File: src/shared/erf_pkg.sv
`default_nettype none
package erf_pkg;

    // Register byte addresses
    localparam logic [7:0] OFS_CFG   = 8'h00;
    localparam logic [7:0] OFS_HT_LO = 8'h04;
    localparam logic [7:0] OFS_HT_HI = 8'h08;
    localparam logic [7:0] OFS_PM_LO = 8'h0c;
    localparam logic [7:0] OFS_PM_HI = 8'h10;
    localparam logic [7:0] OFS_WOFS  = 8'h14;
    localparam logic [7:0] OFS_CKREF = 8'h18;
    localparam logic [7:0] OFS_SA_LO = 8'h1c;
    localparam logic [7:0] OFS_SA_HI = 8'h20;
    localparam logic [7:0] OFS_RSV   = 8'h24;

    // Bit 13 of the configuration is reserved and reads zero
    localparam logic [15:0] CFG_WMASK = 16'hdfff;

    // Frame and window figures
    localparam logic [16:0] MIN_FRAME_LEN = 17'h00040;
    localparam logic [16:0] WIN_BYTES     = 17'h00040;
    localparam logic [16:0] LEN_MAX       = 17'h1ffff;
    localparam logic [16:0] ADDR_LEN      = 17'h00006;
    localparam int          ADDR_BYTES    = 6;
    localparam int          GROUP_BIT     = 0;
    localparam int          HASH_LSB      = 23;
    localparam int          HASH_MSB      = 28;

    // Wake-up pattern figures
    localparam logic [2:0] SYNC_BYTES = 3'h6;
    localparam logic [2:0] LAST_SEL   = 3'h5;
    localparam logic [3:0] LAST_REP   = 4'hf;
    localparam logic [7:0] BYTE_ONES  = 8'hff;

    // Destination address CRC, reflected, left uncomplemented
    localparam logic [31:0] CRC_POLY = 32'hedb88320;
    localparam logic [31:0] CRC_INIT = 32'hffffffff;

    // Pattern filter modes
    localparam logic [3:0] PM_OFF   = 4'h0;
    localparam logic [3:0] PM_CKS   = 4'h1;
    localparam logic [3:0] PM_OWN   = 4'h2;
    localparam logic [3:0] PM_BCAST = 4'h3;
    localparam logic [3:0] PM_HASH  = 4'h4;
    localparam logic [3:0] PM_WAKE  = 4'h5;

    typedef struct packed {
        logic       hash_accept_en;
        logic       wake_accept_en;
        logic       rsvd;
        logic       pattern_compare_invert;
        logic [3:0] pattern_filter_mode;
        logic       crcerr_accept_en;
        logic       crc_check_en;
        logic       runterr_accept_en;
        logic       runt_reject_en;
        logic       own_address_accept_en;
        logic       other_address_accept_en;
        logic       group_address_accept_en;
        logic       all_stations_accept_en;
    } erf_cfg_t;

    typedef struct packed {
        logic       sof;
        logic       eof;
        logic       crc_ok;
        logic [7:0] data;
    } erf_rx_t;

    typedef struct packed {
        logic crc_err;
        logic runt;
        logic own;
        logic other;
        logic group;
        logic bcast;
        logic hash;
        logic wake;
        logic pattern;
    } erf_rsv_t;

    typedef struct packed {
        logic     accept;
        erf_rsv_t receive_status_vector;
    } erf_dec_t;

    typedef enum logic [1:0] {FR_IDLE = 2'b00, FR_BODY = 2'b01, FR_DECIDE = 2'b11} erf_fr_t;
    typedef enum logic [1:0] {WK_SYNC = 2'b00, WK_ADDR = 2'b01, WK_FOUND = 2'b11} erf_wk_t;

    function automatic logic [31:0] erf_crc_byte(input logic [31:0] crc, input logic [7:0] b);
        logic [31:0] c;
        c = crc;
        for (int i = 0; i < 8; i++) begin
            c = (c[0] ^ b[i]) ? ((c >> 1) ^ CRC_POLY) : (c >> 1);
        end
        return c;
    endfunction : erf_crc_byte

    function automatic logic [31:0] erf_fold(input logic [31:0] x);
        return {16'h0000, x[15:0]} + {16'h0000, x[31:16]};
    endfunction : erf_fold

endpackage : erf_pkg
`default_nettype wire

File: src/hw/erf_filter.sv
`timescale 1ns/1ps
`default_nettype none

// Operation
// - CRC-error acceptance accepts every bad-CRC frame
// - Runt-error acceptance accepts every runt frame
// - CRC check aborts bad frames, else ignored
// - Runt rejection drops frames under 64 bytes
// - Unicast own and not-me address filters
// - Broadcast and multicast filters accept their cast
// - Enabled cast filters combine by OR
// - Hash index is DA CRC bits 28:23
// - Set hash entry accepts, clear entry ignored
// - Hash CRC uncomplemented, destination address only
// - Wake pattern: six ones, sixteen addresses
// - Pattern filter accepts on checksum and mode
// - Sixteen-bit offset places the 64-byte window
// - Window past frame end aborts frame
// - Mask bit n selects window byte n
// - Ones-complement sum, odd byte zero padded
// - Checksum accumulator starts at zero per frame
// - Fold carries until clear, then invert
// - Filters decide in fixed priority order
// - Frames nobody accepts are discarded
// - Decision made only after frame end
// - Status records matches of all filters
module erf_filter
    import erf_pkg::*;
(
    // Clock and reset
    input  wire logic        clk,
    input  wire logic        sys_rst,
    // APB slave
    input  wire logic        psel,
    input  wire logic        penable,
    input  wire logic        pwrite,
    input  wire logic [7:0]  paddr,
    input  wire logic [31:0] pwdata,
    output logic      [31:0] prdata,
    output logic             pready,
    output logic             pslverr,
    // Receive byte stream from the MAC
    input  wire logic        rx_valid,
    input  wire erf_rx_t     rx,
    // Keep or abort decision to the receive DMA
    output logic             dec_valid,
    output erf_dec_t         dec
);

    erf_cfg_t                   cfg_ff;
    logic [63:0]                ht_ff;
    logic [63:0]                pm_mask_ff;
    logic [15:0]                wofs_ff;
    logic [15:0]                ckref_ff;
    logic [ADDR_BYTES-1:0][7:0] sa_ff;
    logic [ADDR_BYTES-1:0][7:0] da_ff;
    logic [31:0]                prdata_ff;
    logic                       pready_ff;
    logic                       pslverr_ff;
    erf_fr_t                    st_ff;
    erf_fr_t                    nxt_st;
    logic [16:0]                len_ff;
    logic                       crc_ok_ff;
    logic [31:0]                crc_ff;
    logic [31:0]                acc_ff;
    logic [31:0]                nxt_acc;
    logic                       win_full_ff;
    erf_wk_t                    wk_ff;
    erf_wk_t                    nxt_wk;
    logic [2:0]                 sync_ff;
    logic [2:0]                 nxt_sync;
    logic [2:0]                 sel_ff;
    logic [2:0]                 nxt_sel;
    logic [3:0]                 rep_ff;
    logic [3:0]                 nxt_rep;
    logic                       dec_valid_ff;
    erf_dec_t                   dec_ff;
    erf_dec_t                   nxt_dec;

    logic        access;
    logic        wr_en;
    logic        mapped;
    logic [31:0] rd_mux;
    logic        first;
    logic        take;
    logic [16:0] idx;
    logic [16:0] rel;
    logic        in_win;
    logic [31:0] folded;
    logic [15:0] cks;
    logic        pm_ok;

    // Register bus: one wait state so that read data comes from a flop
    assign access = psel && penable;
    assign wr_en  = access && pready_ff && pwrite && !pslverr_ff;

    always_comb begin
        mapped = 1'b1;
        rd_mux = '0;
        case (paddr)
            OFS_CFG:   rd_mux = {16'h0000, cfg_ff};
            OFS_HT_LO: rd_mux = ht_ff[31:0];
            OFS_HT_HI: rd_mux = ht_ff[63:32];
            OFS_PM_LO: rd_mux = pm_mask_ff[31:0];
            OFS_PM_HI: rd_mux = pm_mask_ff[63:32];
            OFS_WOFS:  rd_mux = {16'h0000, wofs_ff};
            OFS_CKREF: rd_mux = {16'h0000, ckref_ff};
            OFS_SA_LO: rd_mux = sa_ff[3:0];
            OFS_SA_HI: rd_mux = {16'h0000, sa_ff[5:4]};
            OFS_RSV:   rd_mux = {22'h000000, dec_ff};
            default:   mapped = 1'b0;
        endcase
    end

    always_ff @(posedge clk) begin
        if (sys_rst) begin
            pready_ff  <= 1'b0;
            pslverr_ff <= 1'b0;
            prdata_ff  <= '0;
        end else begin
            pready_ff  <= access && !pready_ff;
            pslverr_ff <= access && !pready_ff && !mapped;
            if (access && !pready_ff) begin
                prdata_ff <= (pwrite || !mapped) ? 32'h00000000 : rd_mux;
            end
        end
    end

    // Settings are meant to change only while reception is off; no interlock here
    always_ff @(posedge clk) begin
        if (sys_rst) begin
            cfg_ff     <= '0;
            ht_ff      <= '0;
            pm_mask_ff <= '0;
            wofs_ff    <= '0;
            ckref_ff   <= '0;
            sa_ff      <= '0;
        end else if (wr_en) begin
            case (paddr)
                OFS_CFG:   cfg_ff           <= erf_cfg_t'(pwdata[15:0] & CFG_WMASK);
                OFS_HT_LO: ht_ff[31:0]      <= pwdata;
                OFS_HT_HI: ht_ff[63:32]     <= pwdata;
                OFS_PM_LO: pm_mask_ff[31:0] <= pwdata;
                OFS_PM_HI: pm_mask_ff[63:32] <= pwdata;
                OFS_WOFS:  wofs_ff          <= pwdata[15:0];
                OFS_CKREF: ckref_ff         <= pwdata[15:0];
                OFS_SA_LO: sa_ff[3:0]       <= pwdata;
                OFS_SA_HI: sa_ff[5:4]       <= pwdata[15:0];
                default:   ;
            endcase
        end
    end

    // Byte position within the frame and the pattern window
    assign first  = (st_ff == FR_IDLE);
    assign take   = rx_valid && (first ? rx.sof : (st_ff == FR_BODY));
    assign idx    = first ? 17'h00000 : len_ff;
    assign rel    = idx - {1'b0, wofs_ff};
    assign in_win = (idx >= {1'b0, wofs_ff}) && (rel < WIN_BYTES);

    always_comb begin
        nxt_st = st_ff;
        case (st_ff)
            FR_IDLE:   if (take) nxt_st = rx.eof ? FR_DECIDE : FR_BODY;
            FR_BODY:   if (take && rx.eof) nxt_st = FR_DECIDE;
            FR_DECIDE: nxt_st = FR_IDLE;
            default:   nxt_st = FR_IDLE;
        endcase
    end

    always_ff @(posedge clk) begin
        if (sys_rst) begin
            st_ff <= FR_IDLE;
        end else begin
            st_ff <= nxt_st;
        end
    end

    always_ff @(posedge clk) begin
        if (sys_rst) begin
            len_ff    <= '0;
            crc_ok_ff <= 1'b0;
            da_ff     <= '0;
            crc_ff    <= CRC_INIT;
        end else if (take) begin
            len_ff <= (idx == LEN_MAX) ? idx : idx + 17'h00001;
            if (rx.eof) begin
                crc_ok_ff <= rx.crc_ok;
            end
            if (idx < ADDR_LEN) begin
                da_ff[idx[2:0]] <= rx.data;
                crc_ff <= erf_crc_byte(first ? CRC_INIT : crc_ff, rx.data);
            end
        end
    end

    // Window bytes land in the high or low half of a 16-bit word by position
    always_comb begin
        nxt_acc = first ? 32'h00000000 : acc_ff;
        if (in_win && pm_mask_ff[rel[5:0]]) begin
            nxt_acc = nxt_acc + (rel[0] ? {24'h000000, rx.data} : {16'h0000, rx.data, 8'h00});
        end
    end

    always_ff @(posedge clk) begin
        if (sys_rst) begin
            acc_ff      <= '0;
            win_full_ff <= 1'b0;
        end else if (st_ff == FR_DECIDE) begin
            acc_ff      <= '0;
            win_full_ff <= 1'b0;
        end else if (take) begin
            acc_ff      <= nxt_acc;
            win_full_ff <= (first ? 1'b0 : win_full_ff) || (in_win && (rel[5:0] == 6'h3f));
        end
    end

    // Wake-up pattern scanner; a station address that starts with all ones is ambiguous
    always_comb begin
        nxt_wk   = first ? WK_SYNC : wk_ff;
        nxt_sync = first ? 3'h0 : sync_ff;
        nxt_sel  = first ? 3'h0 : sel_ff;
        nxt_rep  = first ? 4'h0 : rep_ff;
        case (nxt_wk)
            WK_SYNC: begin
                if (nxt_sync == SYNC_BYTES && rx.data == sa_ff[0]) begin
                    nxt_wk  = WK_ADDR;
                    nxt_sel = 3'h1;
                    nxt_rep = 4'h0;
                end else if (rx.data == BYTE_ONES) begin
                    nxt_sync = (nxt_sync == SYNC_BYTES) ? nxt_sync : nxt_sync + 3'h1;
                end else begin
                    nxt_sync = 3'h0;
                end
            end
            WK_ADDR: begin
                if (rx.data == sa_ff[nxt_sel]) begin
                    if (nxt_sel == LAST_SEL) begin
                        nxt_sel = 3'h0;
                        if (nxt_rep == LAST_REP) begin
                            nxt_wk = WK_FOUND;
                        end else begin
                            nxt_rep = nxt_rep + 4'h1;
                        end
                    end else begin
                        nxt_sel = nxt_sel + 3'h1;
                    end
                end else begin
                    nxt_wk   = WK_SYNC;
                    nxt_sync = (rx.data == BYTE_ONES) ? 3'h1 : 3'h0;
                end
            end
            WK_FOUND: ;
            default:  nxt_wk = WK_SYNC;
        endcase
    end

    always_ff @(posedge clk) begin
        if (sys_rst) begin
            wk_ff   <= WK_SYNC;
            sync_ff <= '0;
            sel_ff  <= '0;
            rep_ff  <= '0;
        end else if (take) begin
            wk_ff   <= nxt_wk;
            sync_ff <= nxt_sync;
            sel_ff  <= nxt_sel;
            rep_ff  <= nxt_rep;
        end
    end

    // Two folds suffice: 64 bytes cannot carry past bit 20
    assign folded = erf_fold(erf_fold(acc_ff));
    assign cks    = ~folded[15:0];

    // Match flags are formed whether or not each filter is enabled
    always_comb begin
        nxt_dec.receive_status_vector.crc_err = !crc_ok_ff;
        nxt_dec.receive_status_vector.runt    = (len_ff < MIN_FRAME_LEN);
        nxt_dec.receive_status_vector.bcast   = &da_ff;
        nxt_dec.receive_status_vector.group   = da_ff[0][GROUP_BIT] && !(&da_ff);
        nxt_dec.receive_status_vector.own     = !da_ff[0][GROUP_BIT] && (da_ff == sa_ff);
        nxt_dec.receive_status_vector.other   = !da_ff[0][GROUP_BIT] && (da_ff != sa_ff);
        nxt_dec.receive_status_vector.hash    = ht_ff[crc_ff[HASH_MSB:HASH_LSB]];
        nxt_dec.receive_status_vector.wake    = (wk_ff == WK_FOUND);
        case (cfg_ff.pattern_filter_mode)
            PM_OWN:   pm_ok = nxt_dec.receive_status_vector.own;
            PM_BCAST: pm_ok = nxt_dec.receive_status_vector.bcast;
            PM_HASH:  pm_ok = nxt_dec.receive_status_vector.hash;
            PM_WAKE:  pm_ok = nxt_dec.receive_status_vector.wake;
            default:  pm_ok = 1'b1;
        endcase
        nxt_dec.receive_status_vector.pattern = win_full_ff && pm_ok
                              && ((cks == ckref_ff) != cfg_ff.pattern_compare_invert);
        // Highest enabled filter that decides wins
        if (cfg_ff.crcerr_accept_en && nxt_dec.receive_status_vector.crc_err) begin
            nxt_dec.accept = 1'b1;
        end else if (cfg_ff.runterr_accept_en && nxt_dec.receive_status_vector.runt) begin
            nxt_dec.accept = 1'b1;
        end else if (cfg_ff.crc_check_en && nxt_dec.receive_status_vector.crc_err) begin
            nxt_dec.accept = 1'b0;
        end else if (cfg_ff.runt_reject_en && nxt_dec.receive_status_vector.runt) begin
            nxt_dec.accept = 1'b0;
        end else if ((cfg_ff.own_address_accept_en && nxt_dec.receive_status_vector.own)
                  || (cfg_ff.other_address_accept_en && nxt_dec.receive_status_vector.other)
                  || (cfg_ff.group_address_accept_en && nxt_dec.receive_status_vector.group)
                  || (cfg_ff.all_stations_accept_en && nxt_dec.receive_status_vector.bcast)) begin
            nxt_dec.accept = 1'b1;
        end else if (cfg_ff.hash_accept_en && nxt_dec.receive_status_vector.hash) begin
            nxt_dec.accept = 1'b1;
        end else if (cfg_ff.wake_accept_en && nxt_dec.receive_status_vector.wake) begin
            nxt_dec.accept = 1'b1;
        end else if (cfg_ff.pattern_filter_mode != PM_OFF) begin
            nxt_dec.accept = nxt_dec.receive_status_vector.pattern;
        end else begin
            nxt_dec.accept = 1'b0;
        end
    end

    always_ff @(posedge clk) begin
        if (sys_rst) begin
            dec_valid_ff <= 1'b0;
            dec_ff       <= '0;
        end else begin
            dec_valid_ff <= (st_ff == FR_DECIDE);
            if (st_ff == FR_DECIDE) begin
                dec_ff <= nxt_dec;
            end
        end
    end

    assign prdata    = prdata_ff;
    assign pready    = pready_ff;
    assign pslverr   = pslverr_ff;
    assign dec_valid = dec_valid_ff;
    assign dec       = dec_ff;

    crcerr_accept_a: assert property (@(posedge clk) disable iff (sys_rst)
        dec_valid_ff && dec_ff.receive_status_vector.crc_err && $past(cfg_ff.crcerr_accept_en) |-> dec_ff.accept)
        else $error("Bad-CRC frame not accepted");

    runterr_accept_a: assert property (@(posedge clk) disable iff (sys_rst)
        dec_valid_ff && dec_ff.receive_status_vector.runt && $past(cfg_ff.runterr_accept_en) |-> dec_ff.accept)
        else $error("Runt frame not accepted");

    crc_reject_a: assert property (@(posedge clk) disable iff (sys_rst)
        dec_valid_ff && dec_ff.receive_status_vector.crc_err && $past(cfg_ff.crc_check_en)
        && !$past(cfg_ff.crcerr_accept_en) && !(dec_ff.receive_status_vector.runt && $past(cfg_ff.runterr_accept_en))
        |-> !dec_ff.accept)
        else $error("Bad-CRC frame kept");

    runt_reject_a: assert property (@(posedge clk) disable iff (sys_rst)
        (st_ff == FR_DECIDE) && (len_ff < MIN_FRAME_LEN) && cfg_ff.runt_reject_en
        && !cfg_ff.runterr_accept_en && !cfg_ff.crcerr_accept_en |=> !dec_ff.accept)
        else $error("Runt frame kept");

    cast_or_a: assert property (@(posedge clk) disable iff (sys_rst)
        dec_valid_ff && dec_ff.receive_status_vector.bcast && $past(cfg_ff.all_stations_accept_en)
        && !$past(cfg_ff.crc_check_en) && !$past(cfg_ff.runt_reject_en) |-> dec_ff.accept)
        else $error("Broadcast frame not accepted");

    acc_clear_a: assert property (@(posedge clk) disable iff (sys_rst)
        (st_ff == FR_DECIDE) |=> (acc_ff == 32'h00000000) && !win_full_ff)
        else $error("Checksum not cleared between frames");

    default_drop_a: assert property (@(posedge clk) disable iff (sys_rst)
        (st_ff == FR_DECIDE) && (cfg_ff == '0) |=> dec_valid_ff && !dec_ff.accept)
        else $error("Frame kept with all filters off");

    end_decide_a: assert property (@(posedge clk) disable iff (sys_rst)
        take && rx.eof |=> !dec_valid_ff ##1 dec_valid_ff ##1 !dec_valid_ff)
        else $error("Decision not two cycles after frame end");

endmodule : erf_filter
`default_nettype wire

File: config.mk
export PLATFORM = sky130hd
export DESIGN_NAME = erf_filter
export DESIGN_NICKNAME = d
export VERILOG_FILES = /design/src/shared/erf_pkg.sv /design/src/hw/erf_filter.sv
export SDC_FILE = /design/constraint.sdc
export NUM_CORES = 1
export LEC_CHECK = 0
export BUFFER_PORTS_ARGS = -buffer_cell sky130_fd_sc_hd__buf_2
export CORE_AREA = 2 2 194 196
export CTS_BUF_LIST = sky130_fd_sc_hd__clkbuf_8
export DETAILED_ROUTE_END_ITERATION = 12
export DIE_AREA = 0 0 196 198
export PLACE_DENSITY = 0.92
export SYNTH_ARGS = -nofsm -noshare
export SYNTH_HDL_FRONTEND = slang
export SYNTH_SLANG_ARGS = --single-unit
File: constraint.sdc
create_clock -name clk -period 16.49 [get_ports clk]
set_input_delay 2.4735 -clock clk [delete_from_list [all_inputs] [get_ports clk]]
set_output_delay 2.4735 -clock clk [all_outputs]
set_load 0.02 [all_outputs]
==> qor.yml <==
sta:
  finalClockSkew_ns: 0.0411
  rsz0062_at_grt: "false"
  fin_setup_tns_ns: 0
  maxSlewViolCount: 0
  setup-violations-final: 0
  hold_violations: 0
  worst-slew-pin-transition_ns: 1.40
  max_freq_mhz: 169
  holdWs_ns: 0.464
  layout_min_cycle_time_ns: 5.92
  worst_slack_ns: 10.57
  fin_crit_sh_pct: 35.9
  relSlewSlack_pct: 5.99
synth:
  ys_types: 85
  synth.top_cell.area_share_pct: 35.1
  ys.flop_type: "dfxtp_1"
  async_flop_share_pct: 0
  yosysSeqAreaShare_pct: 35.1
  synth_area_leaders: "dfxtp_1 35%, nand2_1 11%, a21oi_1 8.0%"
  synth_fp_nets: 3128
  synth-edff-count: 0
  avgSynthCellArea_um2: 7.82
  yosysWarningCount: 0
  yosysTopAreaCell: "dfxtp_1"
  ys_ff_latch: 413
  synthesis.area_um2: 23600
  syn_inst: 3014
finish:
  syn_to_final_growth_pct: 8.19
  nFillCells: 2920
  diodes: 0
  final_cells: 3521
  final_cell_area_um2: 25500
  layout_commonest_cell: "nand2_1"
  nets: 3109
  final_cell_mix: "665 x nand2_1, 413 x dfxtp_1, 378 x a21oi_1, 207 x nor2_1, 162 x xnor2_1"
  layout-drive-gt1-share_pct: 10.6
power:
  internal_power_mw: 1.56
  netSwitchingFraction_pct: 27.6
  p_leak_nw: 9.03
  power.density_nw_per_um2: 84.7
  peakVddDrop_uv: 101
  clockPowerShare_pct: 42.9
  seqPwrFrac_pct: 47.5
  p_switching_mw: 0.597
  power_frac_comb_pct: 9.6
grt:
  grt_max_degree: 106
  grt_pass1_wl_mm: 124
  grt_overflow: 0
  track_usage_pct: 41.1
  grt_pass1_vias: 21800
  antenna_found_initial: 1
floorplanning:
  start_util_pct: 63.8
  coreArea_um2: 37000
  die_h_um: 198
  ios: 102
  fp-row-count: 71
  dieWidth_um: 196
  dieArea_um2: 38800
setup_path:
  crit_path_end_kind: "flip-flop"
  cp.arrival_ns: 6.45
  path_class: "flip-flop to flip-flop"
  cp_data_required_time_ns: 17.02
  worstRegToRegCells: 19
  regToRegSetupSlack_ns: 10.57
  crit_path_max_fanout: 75
  crit_path_start_kind: "flip-flop"
placement:
  placed_cells: 3395
  place.gp.congestion: 1.02
  place_ws_ns: 10.14
  place_area_um2: 24100
  dp_hpwl_mm: 57.7
  port_buffers: 101
route:
  drt_first_pass_iters: 10
  vias: 23600
  drtIter0Drc: 3225
  viasPerCell: 6.71
  wl_mm: 81.5
  wl_per_cell_um: 23.2
  ant_nets: 0
  route.detailed.drc: 0
job:
  maxCapViolCount: 0
clocking:
  clock_latency_ns: 0.66
  cts_resized: 0
  clock_sinks: 413
  clkTransAtPathRegs_ns: 0.06
  htreeDepth: 3
  cts_tree: "done"
  clk_path_buf_depth: 3
  holdBufCountCts: 0
  cts_root_buf: "clkbuf_8"
  cts_made_buffers: 72
  postCtsSetupBuffers: 0
min_path:
  min_path_type: "flip-flop to flip-flop"
  hold_depth: 1
status:
  status: "finished, final reports clean"
## path summary, 6_finish.rpt
kind                   start    endpoint
setup reg to reg    st_ff[0]  acc_ff[25]
hold / removal    crc_ff[19]  crc_ff[19]
setup / recovery    st_ff[0]  acc_ff[25]
hold reg to reg   crc_ff[19]  crc_ff[19]
## layer usage
metal / global-route usage [%] / vias up / part of all wire, %
met3: 7.82 / 350 / 12
met5: 0 / - / 0
met1: 53.3 / 11100 / 38
met4: 22.3 / 0 / 6.0
met2: 65.0 / 1643 / 44
li1: - / 10500 / -
## cells by family after synthesis
group | count (synthesis) | synth area share (%)
multiplexers | 109 | 6.85
XOR/XNOR | 213 | 8.00
AND/OR/NAND/NOR | 1193 | 22.2
AO/OA/AOI/OAI | 741 | 20.0
adder cells (fa/ha/maj) | 57 | 3.12
flip-flops | 413 | 35.1
buffers and inverters | 288 | 4.68
## synth_stat cells, types with 18 or more instances
master,instances
o21ai_0,51
a31oi_1,28
a222oi_1,26
a22o_1,36
mux4_2,41
nand3_1,56
and2_1,48
nand4_1,50
nor4_1,22
and3_1,22
xnor2_1,162
a21oi_1,379
inv_1,57
nor2_1,212
xor2_1,49
mux2i_1,60
dfxtp_1,413
nand2_1,665
nor2b_1,18
a211o_1,38
clkbuf_1,204
a22oi_1,22
o22ai_1,22
nor3_1,33
ha_1,54
## stage by stage
stage	power, mW	util, %
final	2.16	69.0
after global routing	2.21	69.0
after CTS	2.15	69.0
after detailed placement	1.25	65.2
after global placement	1.24	65.2
after floorplan	1.19	-
## final cells by class
class	count	area, um2	area share (%)
Multi-Input combinational cell	2313	14200	55.8
Sequential cell	413	8270	32.4
Clock inverter	39	198	0.775
Timing Repair Buffer	138	793	3.11
Inverter	57	214	0.839
Tap cell	474	593	2.33
Clock buffer	87	1200	4.69
## registers in the layout (all words and copies together), names as in the netlist
register     cells
ht_ff           64
pm_mask_ff      64
da_ff           48
sa_ff           48
acc_ff          32
crc_ff          32
prdata          32
len_ff          17
ckref_ff        16
wofs_ff         16
cfg_ff          15
dec             10
rep_ff           4
sel_ff           3
sync_ff          3
st_ff            2
wk_ff            2
crc_ok_ff        1
dec_valid        1
pready           1
pslverr          1
win_full_ff      1
## worst max-delay path, stage by stage (launching register included)
cell       delay [ns]
dfxtp_1          0.50
or2_2            0.17
buf_4            0.60
nand2_1          0.24
ha_1             0.64
nand2b_1         0.22
inv_1            0.06
ha_1             0.29
a21o_1           0.18
a21oi_1          0.21
o21ai_0          0.12
a21oi_1          0.28
a21oi_1          0.10
or2_2            0.30
o21ai_0          0.26
a21oi_1          0.20
a211oi_1         0.92
or4b_2           0.29
o2111ai_1        0.11
o31ai_1          0.10
## power by group through the flow
stage | clock (mW) | sequential (mW) | combinational [mW]
4_1_cts | 0.925 | 1.03 | 0.201
2_1_floorplan | 0 | 1.04 | 0.153
6_report | 0.928 | 1.03 | 0.207
3_5_place_dp | 0 | 1.05 | 0.200
5_1_grt | 0.965 | 1.03 | 0.220
3_3_place_gp | 0 | 1.05 | 0.195
Power figures use the tool's default switching activity.
